===== src/verilog/port_clock_gate_regs.svh =====
// Register offsets, field positions and reset values of the gating and soft reset bank
// Function
// - Each of the six port gate bits, 5 down to 0 for ports F to A, clocks its port while set.
// - A bus access aimed at a port whose gate is clear is answered with a bus fault.
// - Every port gate bit is read/write and comes out of reset at 0, so each port starts unclocked.
// - Soft reset control word zero sits at offset 0x040 and resets to 0x00000000.
// - Writes to soft reset control word zero are filtered by the capability bits.
// - Bit 20 of soft reset control word zero is a read/write reset for the pulse-width modulator.
// - Bit 16 of soft reset control word zero is a read/write reset for converter module 0.
// - Bit 6 of soft reset control word zero is a read/write reset for the hibernation module.
// - Bit 3 of soft reset control word zero is a read/write reset for the watchdog unit.
// - The unused fields of soft reset control word zero are read-only and read as zero.
// - The deep-sleep port gate register acts only in deep sleep; run and sleep gates rule elsewhere.
// - Sleep and deep-sleep gating apply only while the automatic clock gating bit is set.
`ifndef PORT_CLOCK_GATE_REGS_SVH
`define PORT_CLOCK_GATE_REGS_SVH

// Byte offsets inside the system control space
`define SRCR_OFF 12'h040
`define RUNCFG_OFF 12'h060
`define DSGATE_OFF 12'h128
`define IRQ_STAT_OFF 12'h150
`define IRQ_MASK_OFF 12'h154

// Reset values
`define SRCR_RESET 32'h00000000
`define DSGATE_RESET 32'h00000000
`define RUNCFG_RESET 32'h00000000
`define IRQ_RESET 32'h00000000

// Writable fields
`define SRCR_RW_MASK 32'h00110048
`define DSGATE_RW_MASK 32'h0000003F
`define RUNCFG_RW_MASK 32'h00000001
`define IRQ_RW_MASK 32'h00000003

// Field positions
`define PWM_RST_BIT 20
`define ADC_RST_BIT 16
`define HIBERNATE_RST_BIT 6
`define WATCHDOG_RST_BIT 3
`define AUTO_GATE_BIT 0
`define IRQ_FAULT_BIT 0
`define IRQ_FILTER_BIT 1
`define NUM_PORTS 6

`endif


===== src/verilog/port_clock_gate_pkg.sv =====
// Types shared by the gating and soft reset bank
package port_clock_gate_pkg;

  typedef enum logic [1:0] {
    MODE_RUN = 2'b00,
    MODE_SLEEP = 2'b01,
    MODE_DEEP = 2'b10
  } power_mode_t;

  typedef enum logic {
    WB_IDLE = 1'b0,
    WB_DONE = 1'b1
  } wb_state_t;

endpackage : port_clock_gate_pkg


===== src/verilog/port_gate_select.sv =====
// Selection of the effective port clock enables from the power mode
`timescale 1ns/1ps
`default_nettype none
`include "port_clock_gate_regs.svh"
module port_gate_select
  import port_clock_gate_pkg::*;
(
  // Clock and reset
  input wire logic sys_clk_i,
  input wire logic rst_i,
  // Mode and gate sources
  input wire logic [1:0] power_mode_i,
  input wire logic auto_clock_gating_enable_i,
  input wire logic [5:0] run_gates_i,
  input wire logic [5:0] sleep_gates_i,
  input wire logic [5:0] deep_gates_i,
  // Effective enables
  output logic [5:0] port_clk_en_o
);

  wire logic [5:0] next_port_clk_en;
  wire logic in_sleep;
  wire logic in_deep;

  assign in_sleep = (power_mode_i == MODE_SLEEP) && auto_clock_gating_enable_i;
  assign in_deep = (power_mode_i == MODE_DEEP) && auto_clock_gating_enable_i;
  assign next_port_clk_en = in_deep ? deep_gates_i : (in_sleep ? sleep_gates_i : run_gates_i);

  always_ff @(posedge sys_clk_i) begin
    if (rst_i) begin
      port_clk_en_o <= 6'h00;
    end else begin
      port_clk_en_o <= next_port_clk_en;
    end
  end

endmodule : port_gate_select
`default_nettype wire


===== src/verilog/port_access_guard.sv =====
// Bus fault guard for accesses to gated ports
`timescale 1ns/1ps
`default_nettype none
`include "port_clock_gate_regs.svh"
module port_access_guard (
  // Clock and reset
  input wire logic sys_clk_i,
  input wire logic rst_i,
  // Port access request
  input wire logic port_req_i,
  input wire logic [2:0] port_idx_i,
  input wire logic [5:0] port_clk_en_i,
  // Answer
  output logic port_grant_o,
  output logic port_fault_o
);

  wire logic idx_valid;
  wire logic port_open;

  assign idx_valid = port_idx_i < 3'h6;
  assign port_open = idx_valid && port_clk_en_i[port_idx_i];

  always_ff @(posedge sys_clk_i) begin
    if (rst_i) begin
      port_grant_o <= 1'b0;
      port_fault_o <= 1'b0;
    end else begin
      port_grant_o <= port_req_i && port_open;
      port_fault_o <= port_req_i && !port_open;
    end
  end

endmodule : port_access_guard
`default_nettype wire


===== src/verilog/port_clock_gate_and_soft_reset.sv =====
// Deep-sleep port clock gates and soft reset control word zero behind a Wishbone slave
`timescale 1ns/1ps
`default_nettype none
`include "port_clock_gate_regs.svh"
module port_clock_gate_and_soft_reset
  import port_clock_gate_pkg::*;
(
  // Clock and reset
  input wire logic sys_clk_i,
  input wire logic rst_i,
  // Wishbone slave
  input wire logic wb_cyc_i,
  input wire logic wb_stb_i,
  input wire logic wb_we_i,
  input wire logic [11:0] wb_adr_i,
  input wire logic [3:0] wb_sel_i,
  input wire logic [31:0] wb_dat_i,
  output logic [31:0] wb_dat_o,
  output logic wb_ack_o,
  output logic wb_err_o,
  // Power state and other gate sources
  input wire logic [1:0] power_mode_i,
  input wire logic [5:0] run_port_gates_i,
  input wire logic [5:0] sleep_port_gates_i,
  input wire logic [31:0] capability_word_one_i,
  // Port access path
  input wire logic port_req_i,
  input wire logic [2:0] port_idx_i,
  output logic port_grant_o,
  output logic port_fault_o,
  // Port clock enables, F down to A
  output logic [5:0] port_clk_en_o,
  // Peripheral resets
  output logic pwm_reset_o,
  output logic adc0_reset_o,
  output logic hibernation_reset_ctl_o,
  output logic watchdog_reset_ctl_o,
  // Interrupt
  output logic irq_o
);

  ////////////////////////////////////////////////////////////////////////////////
  // Registers

  logic [31:0] soft_reset_control_word_zero;
  logic [31:0] deep_sleep_port_clock_gates;
  logic [31:0] run_mode_clock_config;
  logic [31:0] irq_status;
  logic [31:0] irq_mask;
  wb_state_t wb_state;
  logic [31:0] next_wb_dat;
  logic next_wb_err;

  ////////////////////////////////////////////////////////////////////////////////
  // Address decode and write data

  wire logic [11:0] word_adr;
  wire logic hit_srcr;
  wire logic hit_dsgate;
  wire logic hit_runcfg;
  wire logic hit_stat;
  wire logic hit_mask;
  wire logic hit_any;
  wire logic req_new;
  wire logic commit;
  wire logic [31:0] byte_mask;
  wire logic [31:0] srcr_merged;
  wire logic [31:0] srcr_written;
  wire logic [31:0] dsgate_written;
  wire logic [31:0] runcfg_written;
  wire logic [31:0] mask_written;
  wire logic [31:0] stat_clear;
  wire logic [31:0] stat_set;
  wire logic filter_hit;
  wire logic auto_clock_gating_enable;

  assign word_adr = {wb_adr_i[11:2], 2'h0};
  // control word zero at its offset
  assign hit_srcr = word_adr == `SRCR_OFF;
  assign hit_dsgate = word_adr == `DSGATE_OFF;
  assign hit_runcfg = word_adr == `RUNCFG_OFF;
  assign hit_stat = word_adr == `IRQ_STAT_OFF;
  assign hit_mask = word_adr == `IRQ_MASK_OFF;
  assign hit_any = hit_srcr || hit_dsgate || hit_runcfg || hit_stat || hit_mask;

  assign req_new = wb_cyc_i && wb_stb_i && (wb_state == WB_IDLE);
  // A write lands on the edge at which the master samples ack
  assign commit = wb_cyc_i && wb_stb_i && wb_we_i && wb_ack_o;

  assign byte_mask = {{8{wb_sel_i[3]}}, {8{wb_sel_i[2]}}, {8{wb_sel_i[1]}}, {8{wb_sel_i[0]}}};

  assign srcr_merged = (soft_reset_control_word_zero & ~byte_mask) | (wb_dat_i & byte_mask);
  assign srcr_written = ((srcr_merged & capability_word_one_i)
                        | (soft_reset_control_word_zero & ~capability_word_one_i))
                        & `SRCR_RW_MASK;
  assign filter_hit = commit && hit_srcr
                      && (((srcr_merged ^ soft_reset_control_word_zero)
                      & ~capability_word_one_i & `SRCR_RW_MASK) != 32'h00000000);

  assign dsgate_written = ((deep_sleep_port_clock_gates & ~byte_mask) | (wb_dat_i & byte_mask))
                          & `DSGATE_RW_MASK;
  assign runcfg_written = ((run_mode_clock_config & ~byte_mask) | (wb_dat_i & byte_mask))
                          & `RUNCFG_RW_MASK;
  assign mask_written = ((irq_mask & ~byte_mask) | (wb_dat_i & byte_mask)) & `IRQ_RW_MASK;

  // Write one to clear; a new event in the same cycle wins over the clear
  assign stat_clear = (commit && hit_stat) ? (wb_dat_i & byte_mask) : 32'h00000000;
  assign stat_set = ({31'h00000000, port_fault_o} << `IRQ_FAULT_BIT)
                    | ({31'h00000000, filter_hit} << `IRQ_FILTER_BIT);

  assign auto_clock_gating_enable = run_mode_clock_config[`AUTO_GATE_BIT];

  ////////////////////////////////////////////////////////////////////////////////
  // Read mux

  always_comb begin
    next_wb_dat = 32'h00000000;
    // Unmapped addresses end with err rather than a silent ack
    next_wb_err = !hit_any;
    if (hit_srcr) begin
      next_wb_dat = soft_reset_control_word_zero;
    end else if (hit_dsgate) begin
      next_wb_dat = deep_sleep_port_clock_gates;
    end else if (hit_runcfg) begin
      next_wb_dat = run_mode_clock_config;
    end else if (hit_stat) begin
      next_wb_dat = irq_status;
    end else if (hit_mask) begin
      next_wb_dat = irq_mask;
    end
  end

  ////////////////////////////////////////////////////////////////////////////////
  // Bus handshake

  always_ff @(posedge sys_clk_i) begin
    if (rst_i) begin
      wb_state <= WB_IDLE;
      wb_ack_o <= 1'b0;
      wb_err_o <= 1'b0;
      wb_dat_o <= 32'h00000000;
    end else begin
      case (wb_state)
        WB_IDLE: begin
          if (req_new) begin
            wb_state <= WB_DONE;
            wb_ack_o <= !next_wb_err;
            wb_err_o <= next_wb_err;
            wb_dat_o <= next_wb_dat;
          end
        end
        WB_DONE: begin
          wb_state <= WB_IDLE;
          wb_ack_o <= 1'b0;
          wb_err_o <= 1'b0;
        end
        default: begin
          wb_state <= WB_IDLE;
          wb_ack_o <= 1'b0;
          wb_err_o <= 1'b0;
        end
      endcase
    end
  end

  ////////////////////////////////////////////////////////////////////////////////
  // Register storage

  always_ff @(posedge sys_clk_i) begin
    if (rst_i) begin
      soft_reset_control_word_zero <= `SRCR_RESET;
    end else if (commit && hit_srcr) begin
      soft_reset_control_word_zero <= srcr_written;
    end
  end

  always_ff @(posedge sys_clk_i) begin
    if (rst_i) begin
      deep_sleep_port_clock_gates <= `DSGATE_RESET;
      run_mode_clock_config <= `RUNCFG_RESET;
      irq_mask <= `IRQ_RESET;
    end else begin
      if (commit && hit_dsgate) begin
        deep_sleep_port_clock_gates <= dsgate_written;
      end
      if (commit && hit_runcfg) begin
        run_mode_clock_config <= runcfg_written;
      end
      if (commit && hit_mask) begin
        irq_mask <= mask_written;
      end
    end
  end

  always_ff @(posedge sys_clk_i) begin
    if (rst_i) begin
      irq_status <= `IRQ_RESET;
      irq_o <= 1'b0;
    end else begin
      irq_status <= ((irq_status & ~stat_clear) | stat_set) & `IRQ_RW_MASK;
      irq_o <= |(irq_status & irq_mask);
    end
  end

  ////////////////////////////////////////////////////////////////////////////////
  // Peripheral resets

  // held while the bit is set
  always_ff @(posedge sys_clk_i) begin
    if (rst_i) begin
      pwm_reset_o <= 1'b0;
      adc0_reset_o <= 1'b0;
      hibernation_reset_ctl_o <= 1'b0;
      watchdog_reset_ctl_o <= 1'b0;
    end else begin
      pwm_reset_o <= soft_reset_control_word_zero[`PWM_RST_BIT];
      adc0_reset_o <= soft_reset_control_word_zero[`ADC_RST_BIT];
      hibernation_reset_ctl_o <= soft_reset_control_word_zero[`HIBERNATE_RST_BIT];
      watchdog_reset_ctl_o <= soft_reset_control_word_zero[`WATCHDOG_RST_BIT];
    end
  end

  ////////////////////////////////////////////////////////////////////////////////
  // Gate selection and access guard

  // deep-sleep register only in deep sleep
  port_gate_select u_gate_select (
    .sys_clk_i(sys_clk_i),
    .rst_i(rst_i),
    .power_mode_i(power_mode_i),
    .auto_clock_gating_enable_i(auto_clock_gating_enable),
    .run_gates_i(run_port_gates_i),
    .sleep_gates_i(sleep_port_gates_i),
    .deep_gates_i(deep_sleep_port_clock_gates[5:0]),
    .port_clk_en_o(port_clk_en_o)
  );

  port_access_guard u_access_guard (
    .sys_clk_i(sys_clk_i),
    .rst_i(rst_i),
    .port_req_i(port_req_i),
    .port_idx_i(port_idx_i),
    .port_clk_en_i(port_clk_en_o),
    .port_grant_o(port_grant_o),
    .port_fault_o(port_fault_o)
  );
endmodule : port_clock_gate_and_soft_reset
`default_nettype wire


===== config.mk =====
export PLATFORM = sky130hd
export DESIGN_NAME = port_clock_gate_and_soft_reset
export DESIGN_NICKNAME = d
export VERILOG_FILES = /design/src/verilog/port_clock_gate_pkg.sv /design/src/verilog/port_gate_select.sv /design/src/verilog/port_access_guard.sv /design/src/verilog/port_clock_gate_and_soft_reset.sv
export VERILOG_INCLUDE_DIRS = /design/src /design/src/verilog
export SDC_FILE = /design/constraint.sdc
export NUM_CORES = 1
export LEC_CHECK = 0
export ABC_AREA = 1
export BUFFER_PORTS_ARGS = -buffer_cell sky130_fd_sc_hd__buf_4
export CAP_MARGIN = 20
export CORE_MARGIN = 5
export CORE_UTILIZATION = 45
export DETAILED_ROUTE_END_ITERATION = 10
export GPL_TIMING_DRIVEN = 0
export MAX_ROUTING_LAYER = met4
export PLACE_DENSITY = 0.86
export SLEW_MARGIN = 10
export SYNTH_ARGS = -nofsm -noshare
export SYNTH_HDL_FRONTEND = slang
export SYNTH_SLANG_ARGS = --single-unit

===== constraint.sdc =====
create_clock -name sys_clk_i -period 3.1 [get_ports sys_clk_i]
set_input_delay 0.62 -clock sys_clk_i [delete_from_list [all_inputs] [get_ports sys_clk_i]]
set_output_delay 0.62 -clock sys_clk_i [all_outputs]
set_load 0.02 [all_outputs]

==> out/metrics.cfg <==
[clock_network]
ctsHoldBuffers = 0
htreeDepth = 2
clk_path_buf_depth = 2
cts.sinks = 40
ctsResizeCount = 0
tritoncts = built
cts_buffers = 5
clk_latency_ns = 0.29
clkTransAtPathRegs_ns = 0.07
post_cts_buffers = 0
root_buffer = clkbuf_8

[synth]
ys_ff_latch = 40
synthesis.area_um2 = 2190
async_flop_share = 0
synth-edff-count = 0
avgSynthCellArea_um2 = 7.19
synth_warnings = 0
netlist-cell-type-count = 30
ys_seq_area_frac = 0.365
netlist_instances = 305
synth_ff_type = dfxtp_1

[setup_path]
critical_path_class = in2reg
reg2reg_slack_ns = 1.74
critPathCapture = irq_status[1]$_SDFF_PP0_
cp.arrival_ns = 1.68
crit_path_end_kind = flop
required_ns = 3.26
reg2regPathDepth = 4
critPathLaunchType = input port
worstSetupStartpoint = wb_adr_i[5]
r2r_end = u_gate_select.port_clk_en_o[2]$_SDFF_PP0_
cp_max_fo = 5

[final_layout]
fin_cells = 473
antenna_cells = 0
syn_to_final_growth_pct = 36.0
multi_input_area_um2 = 1100
nets = 508
drive_gt1_frac = 0.315
design_area_um2 = 2980
layout_commonest_cell = buf_4
nFillCells = 451
register_area_um2 = 801
layout_common_cells = buf_4 (94), inv_1 (45), nand2_1 (45)

[die]
ioPinCount = 150
initial_core_util = 0.464
die_w_um = 79.8
rows = 25
dieArea_um2 = 6370
core-area_um2 = 4720
die_height_um = 79.8

[detailed_routing]
vias = 2180
drt_pre_antenna_iters = 4
routed_wl_um = 5610
drt_iter0_drc = 137
viasPerCell = 4.61
wire_per_inst_um = 11.9
ant_nets = 0
drc = 0

[timing]
worst_slew_pin_slew_ns = 0.552
fin_skew_ns = 0.00453
setup_violations = 0
clock.fmax_mhz = 657
hold_violations = 0
setup_ws_ns = 1.58
fin_crit_ns = 1.52
rsz0062_at_grt = no
finalMaxSlewViolations = 0
whs_ns = 0.466
max_slew_margin = 0.632
setup_tns_ns = 0
period_share = 0.491

[place]
dp.cells = 465
dp_hpwl_um = 4630
dpl_cell_area_um2 = 2890
place_congestion = 0.856
pre_cts_ws_ns = 1.29
io_buffers = 71

[power]
p_leak_uw = 0.00151
powerDensity_nw_per_um2 = 365
ir_worst_vdd_mv = 0.221

[grt]
track_usage = 0.187
grt_antenna_before_repair = 0
grt_first_pass_wirelength_um = 9160
grt_max_degree = 12
grt_pass1_vias = 2079
overflow = 0

[status]
status = completed

[job]
drv_cap = 0

[hold_path]
hp-class = reg2reg
whs_path_depth = 2

where the power goes:
group	internal, µW	total (µW)	leakage, µW	switching, µW
sequential	524	530	0.000325	5.41
clock	182	354	0.0000455	173
combinational	94.7	203	0.00114	109
total	800	1090	0.00151	287
cell usage after synthesis, types with 5 or more instances:
cell	n	share of area
nand3_1	6	0.014
a21oi_1	26	0.059
inv_1	45	0.077
nor2_1	31	0.053
dfxtp_1	40	0.37
mux2_2	6	0.031
nand2_1	45	0.077
nor3_1	7	0.016
nand2_2	5	0.014
buf_4	23	0.079
nor2_4	5	0.026
o21ai_0	28	0.064
kinds of logic (layout without fill, tap and decap cells):
kind of cell,count (synthesis),count (layout),synth area share
buf+inv,75,154,0.169
flops,40,40,0.365
other cells,1,23,0.00171
simple gates,113,113,0.261
compound gates,70,70,0.173
mux,6,6,0.0308
per-layer routing:
layer  wire length, µm  up-vias  GRT usage
li1                  -     1134          -
met1              2320      967      0.208
met2              2860       75      0.340
met3               391        4     0.0485
met4                40        0     0.0355
met5                 0        -          -
critical path: stages:
cell	delay [ns]
buf_4	0.11
inv_1	0.11
nand2_2	0.09
nor2_4	0.16
nand2_2	0.09
nor2_1	0.12
nand2_1	0.09
o21ai_0	0.20
a21oi_1	0.09
cell type report:
cell class                 instances  area share
timing repair buffer              71       0.179
clock buffer                       8      0.0302
sequential                        40       0.268
multi-input combinational        212       0.370
buffer                            29      0.0663
inverter                          46      0.0579
tap                               67      0.0281
per-stage QoR:
step | total power (µW) | utilization
finish | 1090 | 0.632
global route | 1140 | 0.632
CTS | 1090 | 0.632
detailed placement | 744 | 0.612
global placement | 739 | 0.612
floorplan | 661 | -
how the worst min path moves through the flow:
stage | startpoint | endpoint | slack [ns]
floorplan | flop | irq_o$_SDFF_PP0_ | 0.44
global placement | u_access_guard.port_fault_o$_SDFF_PP0_ | irq_status[0]$_SDFF_PP0_ | 0.45
detailed placement | wb_dat_o[5]$_SDFFE_PP0P_ | wb_dat_o[5]$_SDFFE_PP0P_ | 0.46
CTS | wb_dat_o[5]$_SDFFE_PP0P_ | wb_dat_o[5]$_SDFFE_PP0P_ | 0.47
global route | u_access_guard.port_fault_o$_SDFF_PP0_ | irq_status[0]$_SDFF_PP0_ | 0.49
finish | u_access_guard.port_fault_o$_SDFF_PP0_ | irq_status[0]$_SDFF_PP0_ | 0.47
Power figures use the tool's default switching activity.
